<file path="src/sofc_consts.svh">
// offsets, field positions, reset values and frame sizes for sofc
`ifndef SOFC_CONSTS_SVH
`define SOFC_CONSTS_SVH

`define SOFC_ADDR_W 15
`define SOFC_FRAME_BITS 24
`define SOFC_ADDR_END 16

`define SOFC_OFS_MODE 15'h0007
`define SOFC_OFS_FUSE 15'h0013
`define SOFC_OFS_DCLK_IN 15'h0018
`define SOFC_OFS_FRAME 15'h0019
`define SOFC_OFS_MAPPER 15'h001B
`define SOFC_OFS_OUT_CTRL 15'h001F

`define SOFC_RST_MODE 8'h00
`define SOFC_RST_FUSE 8'h00
`define SOFC_RST_DCLK_IN 8'h00
`define SOFC_RST_FRAME 8'h02
`define SOFC_RST_MAPPER 8'h00
`define SOFC_RST_OUT_CTRL 8'h10

`define SOFC_BIT_DCLK_IN_EN 4
`define SOFC_BIT_OUT_DCLK_IN_EN 6
`define SOFC_BIT_OUT_DCLK_OB_EN 4
`define SOFC_BIT_FUSE_LD 0
`define SOFC_BIT_FRAME_SRC 7
`define SOFC_BIT_FRAME_DIV 4
`define SOFC_BIT_FRAME_EN 1
`define SOFC_BIT_FRAME_STRETCH 0
`define SOFC_BIT_MAPPER_EN 7
`define SOFC_BIT_WIDE_EN 6
`define SOFC_RES_HI 5
`define SOFC_RES_LO 3

`define SOFC_RES_18 3'h0
`define SOFC_RES_16 3'h1
`define SOFC_RES_14 3'h2
`define SOFC_WIDTH_20 5'h14
`define SOFC_WIDTH_18 5'h12
`define SOFC_WIDTH_16 5'h10
`define SOFC_WIDTH_14 5'h0E

`endif

</file>
<file path="src/sofc_pkg.sv">
// types shared by the sofc register bank and its serial port
package sofc_pkg;
    typedef struct packed {
        logic [14:0] addr;
        logic [7:0] data;
    } sofc_wr_s;

    typedef struct packed {
        logic source;
        logic divide;
        logic out_en;
        logic stretch;
    } sofc_frame_cfg_s;

    typedef enum logic [1:0] {
        SOFC_IDLE = 2'h0,
        SOFC_ADDR = 2'h1,
        SOFC_DATA = 2'h2
    } sofc_spi_e;
endpackage : sofc_pkg

</file>
<file path="src/sofc_top.sv">
// serial output frame clock, data clock input and bit mapper settings
`timescale 1ns/1ns
`include "sofc_consts.svh"
module sofc_top (
    input wire logic i_clk,
    input wire logic i_sys_rst,
    input wire logic i_spi_sen_n,
    input wire logic i_spi_sclk,
    input wire logic i_spi_sdi,
    output logic o_spi_sdo,
    output logic o_spi_sdo_oe,
    input wire logic i_decimation_bypass,
    input wire logic i_complex_decimation,
    input wire logic i_core_frame_clock,
    input wire logic i_ddc_frame_clock,
    output logic [7:0] o_interface_mode,
    output logic o_ext_data_clock_buffer_enable,
    output logic o_data_clock_output_enable,
    output sofc_pkg::sofc_frame_cfg_s o_frame_cfg,
    output logic o_frame_clock,
    output logic o_frame_clock_oe,
    output logic o_mapper_active,
    output logic [4:0] o_out_width
);
    import sofc_pkg::*;

    logic wr_valid;
    sofc_wr_s wr;
    logic [14:0] rd_addr;
    logic [7:0] rd_data;
    logic [7:0] mode_reg;
    logic [7:0] fuse_reg;
    logic [7:0] data_clock_input_control;
    logic [7:0] frame_clock_control;
    logic [7:0] output_resolution_mapper;
    logic [7:0] output_control;
    logic sel_prev;
    logic half_rate;
    logic [4:0] next_width;

    sofc_spi_slave u_spi (
        .i_clk(i_clk),
        .i_sys_rst(i_sys_rst),
        .i_spi_sen_n(i_spi_sen_n),
        .i_spi_sclk(i_spi_sclk),
        .i_spi_sdi(i_spi_sdi),
        .o_spi_sdo(o_spi_sdo),
        .o_spi_sdo_oe(o_spi_sdo_oe),
        .o_wr_valid(wr_valid),
        .o_wr(wr),
        .o_rd_addr(rd_addr),
        .i_rd_data(rd_data)
    );

    wire wr_mode = wr_valid && wr.addr == `SOFC_OFS_MODE;
    wire wr_fuse = wr_valid && wr.addr == `SOFC_OFS_FUSE;
    wire wr_dclk = wr_valid && wr.addr == `SOFC_OFS_DCLK_IN;
    wire wr_frame = wr_valid && wr.addr == `SOFC_OFS_FRAME;
    wire wr_mapper = wr_valid && wr.addr == `SOFC_OFS_MAPPER;
    wire wr_out = wr_valid && wr.addr == `SOFC_OFS_OUT_CTRL;

    // load takes effect when the bit is written back low after a high
    wire fuse_load = wr_fuse && fuse_reg[`SOFC_BIT_FUSE_LD]
        && !wr.data[`SOFC_BIT_FUSE_LD];

    always_ff @(posedge i_clk or posedge i_sys_rst) begin
        if (i_sys_rst) begin
            mode_reg <= `SOFC_RST_MODE;
            fuse_reg <= `SOFC_RST_FUSE;
        end else begin
            if (wr_mode) begin
                mode_reg <= wr.data;
            end
            if (wr_fuse) begin
                fuse_reg <= wr.data;
            end
        end
    end

    // the fuse load returns the data clock, frame clock, mapper and output settings to their reset values; the mode keeps its value
    always_ff @(posedge i_clk or posedge i_sys_rst) begin
        if (i_sys_rst) begin
            data_clock_input_control <= `SOFC_RST_DCLK_IN;
            frame_clock_control <= `SOFC_RST_FRAME;
            output_resolution_mapper <= `SOFC_RST_MAPPER;
            output_control <= `SOFC_RST_OUT_CTRL;
        end else if (fuse_load) begin
            data_clock_input_control <= `SOFC_RST_DCLK_IN;
            frame_clock_control <= `SOFC_RST_FRAME;
            output_resolution_mapper <= `SOFC_RST_MAPPER;
            output_control <= `SOFC_RST_OUT_CTRL;
        end else begin
            if (wr_dclk) begin
                data_clock_input_control <= wr.data;
            end
            if (wr_frame) begin
                frame_clock_control <= wr.data;
            end
            if (wr_mapper) begin
                output_resolution_mapper <= wr.data;
            end
            if (wr_out) begin
                output_control <= wr.data;
            end
        end
    end

    // readback; unmapped addresses read zero
    assign rd_data =
        (rd_addr == `SOFC_OFS_MODE) ? mode_reg :
        (rd_addr == `SOFC_OFS_FUSE) ? fuse_reg :
        (rd_addr == `SOFC_OFS_DCLK_IN) ? data_clock_input_control :
        (rd_addr == `SOFC_OFS_FRAME) ? frame_clock_control :
        (rd_addr == `SOFC_OFS_MAPPER) ? output_resolution_mapper :
        (rd_addr == `SOFC_OFS_OUT_CTRL) ? output_control : 8'h00;

    wire frame_src = frame_clock_control[`SOFC_BIT_FRAME_SRC];
    wire frame_div = frame_clock_control[`SOFC_BIT_FRAME_DIV];
    wire frame_en = frame_clock_control[`SOFC_BIT_FRAME_EN];
    wire frame_stretch = frame_clock_control[`SOFC_BIT_FRAME_STRETCH];
    wire mapper_en = output_resolution_mapper[`SOFC_BIT_MAPPER_EN];
    wire wide_en = output_resolution_mapper[`SOFC_BIT_WIDE_EN];
    wire [2:0] res_code =
        output_resolution_mapper[`SOFC_RES_HI:`SOFC_RES_LO];

    // both enable bits must be set to power the input buffer
    wire dclk_in_en = data_clock_input_control[`SOFC_BIT_DCLK_IN_EN]
        & output_control[`SOFC_BIT_OUT_DCLK_IN_EN];

    // frame clock origin: core when clear, downconverter when set
    wire frame_sel = frame_src ? i_ddc_frame_clock
        : i_core_frame_clock;
    wire frame_rise = frame_sel & ~sel_prev;
    wire frame_slow = frame_div | frame_stretch;
    wire mapper_on = mapper_en & i_decimation_bypass;

    // half rate toggle spans the A and B words when stretching
    always_ff @(posedge i_clk or posedge i_sys_rst) begin
        if (i_sys_rst) begin
            sel_prev <= 1'b0;
            half_rate <= 1'b0;
        end else begin
            sel_prev <= frame_sel;
            if (frame_rise) begin
                half_rate <= ~half_rate;
            end
        end
    end

    always_ff @(posedge i_clk or posedge i_sys_rst) begin
        if (i_sys_rst) begin
            o_frame_clock <= 1'b0;
            o_frame_clock_oe <= 1'b0;
        end else begin
            o_frame_clock <= frame_en
                & (frame_slow ? half_rate : frame_sel);
            o_frame_clock_oe <= frame_en;
        end
    end

    // width chosen through the mapper, or the mode's native width
    always_comb begin
        next_width = i_complex_decimation ? `SOFC_WIDTH_16
            : `SOFC_WIDTH_18;
        if (wide_en) begin
            next_width = `SOFC_WIDTH_20;
        end else if (mapper_on) begin
            case (res_code)
                `SOFC_RES_18: next_width = `SOFC_WIDTH_18;
                `SOFC_RES_16: next_width = `SOFC_WIDTH_16;
                `SOFC_RES_14: next_width = `SOFC_WIDTH_14;
                default: next_width = `SOFC_WIDTH_18;
            endcase
        end
    end

    always_ff @(posedge i_clk or posedge i_sys_rst) begin
        if (i_sys_rst) begin
            o_out_width <= `SOFC_WIDTH_18;
            o_mapper_active <= 1'b0;
            o_interface_mode <= `SOFC_RST_MODE;
            o_ext_data_clock_buffer_enable <= 1'b0;
            o_data_clock_output_enable <= 1'b0;
            o_frame_cfg <= '0;
        end else begin
            o_out_width <= next_width;
            o_mapper_active <= mapper_on & ~wide_en;
            o_interface_mode <= mode_reg;
            o_ext_data_clock_buffer_enable <= dclk_in_en;
            o_data_clock_output_enable <=
                output_control[`SOFC_BIT_OUT_DCLK_OB_EN];
            o_frame_cfg <= '{source: frame_src, divide: frame_div,
                out_en: frame_en, stretch: frame_stretch};
        end
    end
endmodule : sofc_top

</file>
<file path="src/sofc_spi_slave.sv">
// serial register port: sampled enable, clock and data, 24-bit frames
`timescale 1ns/1ns
`include "sofc_consts.svh"
module sofc_spi_slave (
    input wire logic i_clk,
    input wire logic i_sys_rst,
    input wire logic i_spi_sen_n,
    input wire logic i_spi_sclk,
    input wire logic i_spi_sdi,
    output logic o_spi_sdo,
    output logic o_spi_sdo_oe,
    output logic o_wr_valid,
    output sofc_pkg::sofc_wr_s o_wr,
    output logic [14:0] o_rd_addr,
    input wire logic [7:0] i_rd_data
);
    import sofc_pkg::*;

    logic [1:0] sen_sync;
    logic [2:0] sclk_sync;
    logic [1:0] sdi_sync;
    logic [4:0] bit_cnt;
    logic [22:0] shift_in;
    logic [7:0] shift_out;
    logic read_cmd;
    sofc_spi_e state;
    sofc_spi_e next_state;

    // stage 0 feeds only stage 1; edges are found on stages 1 and 2
    always_ff @(posedge i_clk or posedge i_sys_rst) begin
        if (i_sys_rst) begin
            sen_sync <= 2'h3;
            sclk_sync <= 3'h0;
            sdi_sync <= 2'h0;
        end else begin
            sen_sync <= {sen_sync[0], i_spi_sen_n};
            sclk_sync <= {sclk_sync[1:0], i_spi_sclk};
            sdi_sync <= {sdi_sync[0], i_spi_sdi};
        end
    end

    wire sen_act = ~sen_sync[1];
    wire rise = sen_act & sclk_sync[1] & ~sclk_sync[2];
    wire fall = sen_act & ~sclk_sync[1] & sclk_sync[2];
    wire [4:0] next_cnt = bit_cnt + 5'h01;
    wire [23:0] frame = {shift_in, sdi_sync[1]};
    wire addr_done = rise && (next_cnt == 5'(`SOFC_ADDR_END));
    wire frame_done = rise && (next_cnt == 5'(`SOFC_FRAME_BITS));

    always_comb begin
        next_state = state;
        case (state)
            SOFC_IDLE: next_state = sen_act ? SOFC_ADDR : SOFC_IDLE;
            SOFC_ADDR: next_state = addr_done ? SOFC_DATA : SOFC_ADDR;
            SOFC_DATA: next_state = frame_done ? SOFC_IDLE : SOFC_DATA;
            default: next_state = SOFC_IDLE;
        endcase
        if (!sen_act) begin
            next_state = SOFC_IDLE;
        end
    end

    always_ff @(posedge i_clk or posedge i_sys_rst) begin
        if (i_sys_rst) begin
            state <= SOFC_IDLE;
            bit_cnt <= 5'h00;
            shift_in <= 23'h00_0000;
            read_cmd <= 1'b0;
        end else begin
            state <= next_state;
            if (!sen_act || state == SOFC_IDLE) begin
                bit_cnt <= 5'h00;
            end else if (rise) begin
                bit_cnt <= next_cnt;
                shift_in <= frame[22:0];
                if (addr_done) begin
                    read_cmd <= frame[15];
                end
            end
        end
    end

    assign o_rd_addr = frame[14:0];

    // read data leaves msb first: bit 7 on the last address rising edge, the rest on falling edges
    always_ff @(posedge i_clk or posedge i_sys_rst) begin
        if (i_sys_rst) begin
            shift_out <= 8'h00;
            o_spi_sdo <= 1'b0;
            o_spi_sdo_oe <= 1'b0;
        end else begin
            if (addr_done) begin
                shift_out <= i_rd_data;
                o_spi_sdo <= i_rd_data[7];
            end else if (fall && state == SOFC_DATA && bit_cnt > 5'h10) begin
                shift_out <= {shift_out[6:0], 1'b0};
                o_spi_sdo <= shift_out[6];
            end
            o_spi_sdo_oe <= (state == SOFC_DATA) && read_cmd && sen_act;
        end
    end

    always_ff @(posedge i_clk or posedge i_sys_rst) begin
        if (i_sys_rst) begin
            o_wr_valid <= 1'b0;
            o_wr <= '0;
        end else begin
            o_wr_valid <= frame_done && state == SOFC_DATA && !read_cmd;
            if (frame_done) begin
                o_wr <= '{addr: frame[22:8], data: frame[7:0]};
            end
        end
    end
endmodule : sofc_spi_slave

</file>
<file path="config.mk">
export PLATFORM = sky130hd
export DESIGN_NAME = sofc_top
export DESIGN_NICKNAME = d
export VERILOG_FILES = /design/src/sofc_pkg.sv /design/src/sofc_top.sv /design/src/sofc_spi_slave.sv
export VERILOG_INCLUDE_DIRS = /design/src /design/src/src
export SDC_FILE = /design/constraint.sdc
export NUM_CORES = 1
export LEC_CHECK = 0
export BUFFER_PORTS_ARGS = -buffer_cell sky130_fd_sc_hd__clkbuf_2
export CORE_MARGIN = 1
export CORE_UTILIZATION = 35
export CTS_CLUSTER_SIZE = 28
export DETAILED_ROUTE_END_ITERATION = 7
export GPL_TIMING_DRIVEN = 0
export PLACE_DENSITY_LB_ADDON = 0.05
export SLEW_MARGIN = 20
export SYNTH_ARGS = -nofsm -noshare
export SYNTH_HDL_FRONTEND = slang
export SYNTH_SLANG_ARGS = --single-unit
</file>
<file path="constraint.sdc">
create_clock -name i_clk -period 5.6 [get_ports i_clk]
set_clock_uncertainty 0.2 [all_clocks]
set_input_delay 0.28 -clock i_clk [delete_from_list [all_inputs] [get_ports i_clk]]
set_output_delay 0.28 -clock i_clk [all_outputs]
set_load 0.1 [all_outputs]
</file>
==> results.toml, run 1 <==
[drt]
num_vias = 3658
wl_um = 13380
first_pass_iters = 4
dr_wl_met3_um = 324
drc = 0
drt_iter0_drc = 144
wl_met1_um = 6710
via_per_inst = 4.890
wl_per_cell_um = 17.88
wl_met2_um = 6237
highest_layer = "met4"
detail-route-antenna-nets = 0

[place]
dp.final_hpwl_um = 8998
place.gp.congestion = 0.7579
port_buffers = 31

[logic_synthesis]
syn_area_per_cell_um2 = 13.05
yosysMostFrequentCell = "dfrtp_1"
syn_nets = 467
synth_top_cell_by_area = "dfrtp_1"
synth_ff_type = "dfrtp_1"
syn_area_um2 = 5939
synth_edf_count = 0
ys_types = 58
synth.area.top_cells = "dfrtp_1 (56%), mux2_2 (10%), mux2i_1 (7.8%), nor2_1 (3.3%), dfstp_2 (2.7%)"
synth_top_area_frac = 0.5646
ys_seq_area_frac = 0.5911
synth_common_cells = "dfrtp_1 (134), mux2_2 (55), nor2_1 (52)"
yosys_warnings = 0
ys_async_sr_fraction = 1.000
synthCells = 455
yosys_register_bits = 140

[clocking]
cts.sinks = 140
insertion_delay_ns = 0.42
h-tree-depth = 4
ctsRootBufferMaster = "clkbuf_16"
cts_inserted_buffers = 17
cts-resized-gates = 0
clk_pin_slew_ns = 0.07
cts_tree = "yes"
clockBufferDepth = 2
post_cts_buffers = 0

[final_layout]
top_regs = "u_spi.o_wr x23, u_spi.shift_in x22"
area_growth_pct = 19.13
nets = 527
drive_above_1_share = 0.2898
largest_register_ffs = 23
num_antenna_cells = 0
finish.utilization = 0.4267
regMostFlops = "u_spi.o_wr"

[power_and_ir_drop]
p_clk_frac = 0.472
swShare = 0.2657
p_int_uw = 1684
power_switching_uw = 609.2
ir_worst_vdd_mv = 0.2468
p_seq_frac = 0.463
powerDensity_nw_per_um2 = 324.1
power_frac_comb = 0.065
p_leak_uw = 0.003493

[timing]
max-slew-margin-rel = 0.3027
period_share = 0.5159
rsz0062_at_grt = "no"
tns_ns = 0
fmax_mhz = 346.1
setup_violations = 0
holdWs_ns = 0.07427
hold_viol = 0
worst_pin_slew_ns = 1.037
finalMaxSlewViolations = 0
min_period_ns = 2.889

[status]
outcome = "completed"

[die]
num_io_pins = 33
core-area_um2 = 16580
initial_core_util = 0.3582
die_w_um = 132.3
die_y_um = 132.3
die-area_um2 = 17500
core.rowCount = 47

[grt]
grt_max_degree = 72
grt_pass1_wl_um = 22050
grt_antenna_before_repair = 0
grt_pass1_vias = 3893
gr-total-overflow = 0
grt_use_total = 0.1668

[worst_hold_path]
hold_class = "input port to register"

[critical_path]
startpoint_type = "register"
arrival_ns = 3.01
cp_max_fo = 6
crit_type = "register to register"
critPathRequiredTime_ns = 5.72
endpoint_kind = "register"

[job]
maxCapViolations = 0
placed cells by master, fill, tap and decap left out, types with 6 or more instances in the layout:
master,instances
clkbuf_1,12
clkbuf_16,17
clkbuf_2,31
dfrtp_1,134
dfstp_2,6
dlygate4sd3_1,9
inv_1,6
inv_6,6
inv_8,6
mux2_2,55
mux2_4,6
mux2i_1,46
nand2_1,11
nor2_1,52
nor2b_1,9
o21ai_0,12
o22ai_1,7
power groups by stage:
stage / Combinational, uW / Sequential, uW / Clock [uW]
after detailed placement: 145 / 1080 / 0
after CTS: 151 / 1060 / 1110
after global routing: 164 / 1070 / 1160
after floorplan: 99.6 / 1070 / 0
after global placement: 139 / 1080 / 0
final: 148 / 1060 / 1080
area by class of cell:
type	instances	area (um2)
Fill cell	1591	9508
Sequential cell	140	3511
Multi-Input combinational cell	288	2310
Clock buffer	17	425.4
Tap cell	220	275.3
Timing Repair Buffer	41	272.8
Clock inverter	15	142.6
Buffer	20	105.1
Inverter	7	33.78
cell families (layout without fill, tap and decap cells):
kind of cell,Yosys count,in the layout,synth area share
DFF,140,140,0.5911
and+or+nand+nor,121,121,0.1148
muxes,107,107,0.1970
AOI/OAI and AO/OA,49,49,0.05772
buffers and inverters,27,100,0.02212
xor gates and xnor gates,7,7,0.01032
adders and majority gates,3,3,0.006320
other,1,1,0.0006314
stage by stage:
stage          area (um2)  total power, uW  setup slack (ns)  instances
6_report             7076             2293             2.711        748
5_1_grt              7076             2389             2.543        748
4_1_cts              7076             2325             2.690        748
3_5_place_dp         6417             1226             2.707        707
3_3_place_gp         6370             1220           -0.3754        706
2_1_floorplan        5939             1174             1.377        455
per-layer routing:
| metal | vias up | global-route usage |
|---|---|---|
| met5 | - | 0 |
| met4 | 0 | 0.04023 |
| met3 | 8 | 0.04075 |
| met2 | 33 | 0.2587 |
| met1 | 1858 | 0.2353 |
| li1 | 1759 | - |
final timing paths:
kind | startpoint | endpoint | slack (ns) | cells after the start
max in group asynchronous | i_sys_rst | frame_clock_control[1] | 4.18 | 4
max reg2reg | u_spi.shift_in[4] | u_spi.shift_out[4] | 2.71 | 6
min in group asynchronous | i_sys_rst | u_spi.bit_cnt[3] | 0.24 | 3
min | i_ddc_frame_clock | o_frame_clock | 0.07 | 4
max | u_spi.shift_in[4] | u_spi.shift_out[4] | 2.71 | 6
min reg2reg | u_spi.sdi_sync[0] | u_spi.sdi_sync[1] | 0.15 | 0
critical path, cell delays in order (launching register included):
cell,delay (ns)
dfrtp_1,0.42
or4b_2,0.77
or4_1,0.49
clkbuf_1,0.21
o22ai_1,0.24
o311ai_0,0.23
a22oi_1,0.23
repair_timing:
item / CTS / global route
endpoints found under the hold margin: 75 / 0
hold buffers: 9 / 0
endpoints found under the setup margin: 0 / 0
Power figures use the tool's default switching activity.
==> inputs of run 2 (changes only) <==
==> constraint.sdc (replaced) <==
create_clock -name i_clk -period 2.7 [get_ports i_clk]
set_clock_uncertainty 0.2 [all_clocks]
set_input_delay 0.135 -clock i_clk [delete_from_list [all_inputs] [get_ports i_clk]]
set_output_delay 0.135 -clock i_clk [all_outputs]
set_load 0.1 [all_outputs]
==> run 2 against run 1 <==
The flow now finishes with violations (negative setup slack). Routed wire length increased by 1.6%. Final cell count grew 1.1%. Non-clock buffer count is 8 higher. First-iteration DRC count is 13% lower. Critical path type unchanged. Largest cell class unchanged.
==> results.toml, run 2 (synthesized netlist as in run 1, its figures left out) <==
[die]
core-area_um2 = 16580
die_y_um = 132.3
die_w_um = 132.3
num_io_pins = 33
core.rowCount = 47
initial_core_util = 0.3582
die-area_um2 = 17500

[drt]
dr_wl_met3_um = 256
highest_layer = "met4"
via_per_inst = 4.906
drt_iter0_drc = 126
num_vias = 3709
detail-route-antenna-nets = 0
wl_met2_um = 6170
first_pass_iters = 4
wl_um = 13580
wl_met1_um = 6999
wl_per_cell_um = 17.97
drc = 0

[power_and_ir_drop]
powerDensity_nw_per_um2 = 682.0
p_leak_uw = 0.003584
ir_worst_vdd_mv = 0.4338
total_power_uw = 4999

[final_layout]
most-common-layout-cells = "dfrtp_1 (133), mux2_2 (55), nor2_1 (52)"
top_regs = "u_spi.o_wr x23, u_spi.shift_in x22"
final_common_cell = "dfrtp_1"
drive_above_1_share = 0.3190
num_antenna_cells = 0
largest_register_ffs = 23
nets = 535
area_growth_pct = 23.40
regMostFlops = "u_spi.o_wr"

[clocking]
ctsRootBufferMaster = "clkbuf_16"
clockBufferDepth = 2
insertion_delay_ns = 0.42
clk_pin_slew_ns = 0.06
h-tree-depth = 4
cts_tree = "yes"
cts.sinks = 140
cts_inserted_buffers = 17

[critical_path]
timing.rr.end = "frame_clock_control[2]"
worstRegToRegCells = 6
crit_type = "register to register"
critPathRequiredTime_ns = 2.80
r2r-start = "u_spi.o_wr[21]"
startpoint_type = "register"
r2r_slack_ns = -0.02
cp_max_fo = 9
arrival_ns = 2.81
endpoint_kind = "register"

[place]
port_buffers = 31
dp.final_hpwl_um = 9370
place.gp.congestion = 0.7453

[grt]
grt_max_degree = 34
grt_use_total = 0.1673
grt_pass1_wl_um = 21960
grt_pass1_vias = 3768
gr-total-overflow = 0
grt_antenna_before_repair = 0

[status]
violations = "negative setup slack"
outcome = "finished with violations"

[timing]
rsz0062_at_grt = "yes"
setup_violations = 6
max-slew-margin-rel = 0.3177
setup_slack_ns = -0.01671
fmax_mhz = 368.1
period_share = 1.006
tns_ns = -0.06021
worst_pin_slew_ns = 1.015
finalMaxSlewViolations = 0
min_period_ns = 2.717
hold_viol = 0

[worst_hold_path]
hold_class = "input port to register"
worstHoldPathCells = 2
hold_start = "i_spi_sen_n"
whs_endpoint = "u_spi.sen_sync[0]"

[job]
maxCapViolations = 0
run 2: area by class of cell:
cell class / instances / area [um2]
multi-input cells: 288 / 2376
clock buffers: 18 / 439.2
plain buffers: 17 / 98.84
repair buffers: 52 / 411.6
inverters: 7 / 30.03
well taps: 220 / 275.3
flip-flops and latches: 140 / 3512
clock inverters: 14 / 186.4
fillers: 1569 / 9254
run 2: report_power, final:
part / leakage (uW) / switching [uW] / total [uW] / internal [uW]
combinational: 0.00137 / 190 / 329 / 139
sequential: 0.00191 / 57.8 / 2200 / 2140
clock: 0.000300 / 968 / 2470 / 1500
total: 0.00358 / 1220 / 5000 / 3780
run 2: worst max path at each step:
stage / startpoint / to / slack [ns] / cells after the start
CTS: u_spi.o_wr[21] / frame_clock_control[5] / 0.007 / 6
global route: u_spi.o_wr[21] / frame_clock_control[5] / -0.09 / 6
finish: u_spi.o_wr[21] / frame_clock_control[2] / -0.02 / 6
floorplan: u_spi.o_wr[17] / fuse_reg[1] / 0.11 / 5
global placement: u_spi.sdi_sync[1] / u_spi.o_spi_sdo / -0.59 / 4
detailed placement: u_spi.sdi_sync[1] / u_spi.shift_out[4] / -0.24 / 6
run 2: stage by stage:
stage | instance area [um2] | setup WS [ns] | utilization | hold WS, ns | instances
floorplan | 5943 | 0.1124 | - | -0.06052 | 455
CTS | 7249 | 0.007184 | 0.4372 | 0.1368 | 752
detailed placement | 6494 | -0.2414 | 0.3916 | -0.1354 | 711
global placement | 6374 | -0.5943 | 0.3843 | 0.02476 | 706
global route | 7330 | -0.08550 | 0.4420 | 0.1426 | 756
finish | 7330 | -0.01671 | 0.4420 | 0.1493 | 756
run 2: routing by layer:
layer / global-route usage / up-vias
met1: 0.2374 / 1880
met5: 0 / -
li1: - / 1781
met3: 0.03960 / 10
met4: 0.04598 / 0
met2: 0.2557 / 38
run 2: what timing repair did:
| action | in CTS | in global routing |
|---|---|---|
| setup buffers | 2 | 3 |
| endpoints found under the setup margin | 36 | 72 |
| hold endpoints to repair | 130 | 0 |
| gates resized for setup | 13 | 10 |
| pin swaps | 3 | 2 |
| hold buffers | 10 | 0 |
| cloned | 0 | 1 |
run 2: worst max-delay path: stages (launching register included):
cell and delay (ns):
dfrtp_1 0.37, or4b_4 0.56, or4_4 0.57, or4b_4 0.51, buf_8 0.17, mux2i_1 0.15, nor2_1 0.05
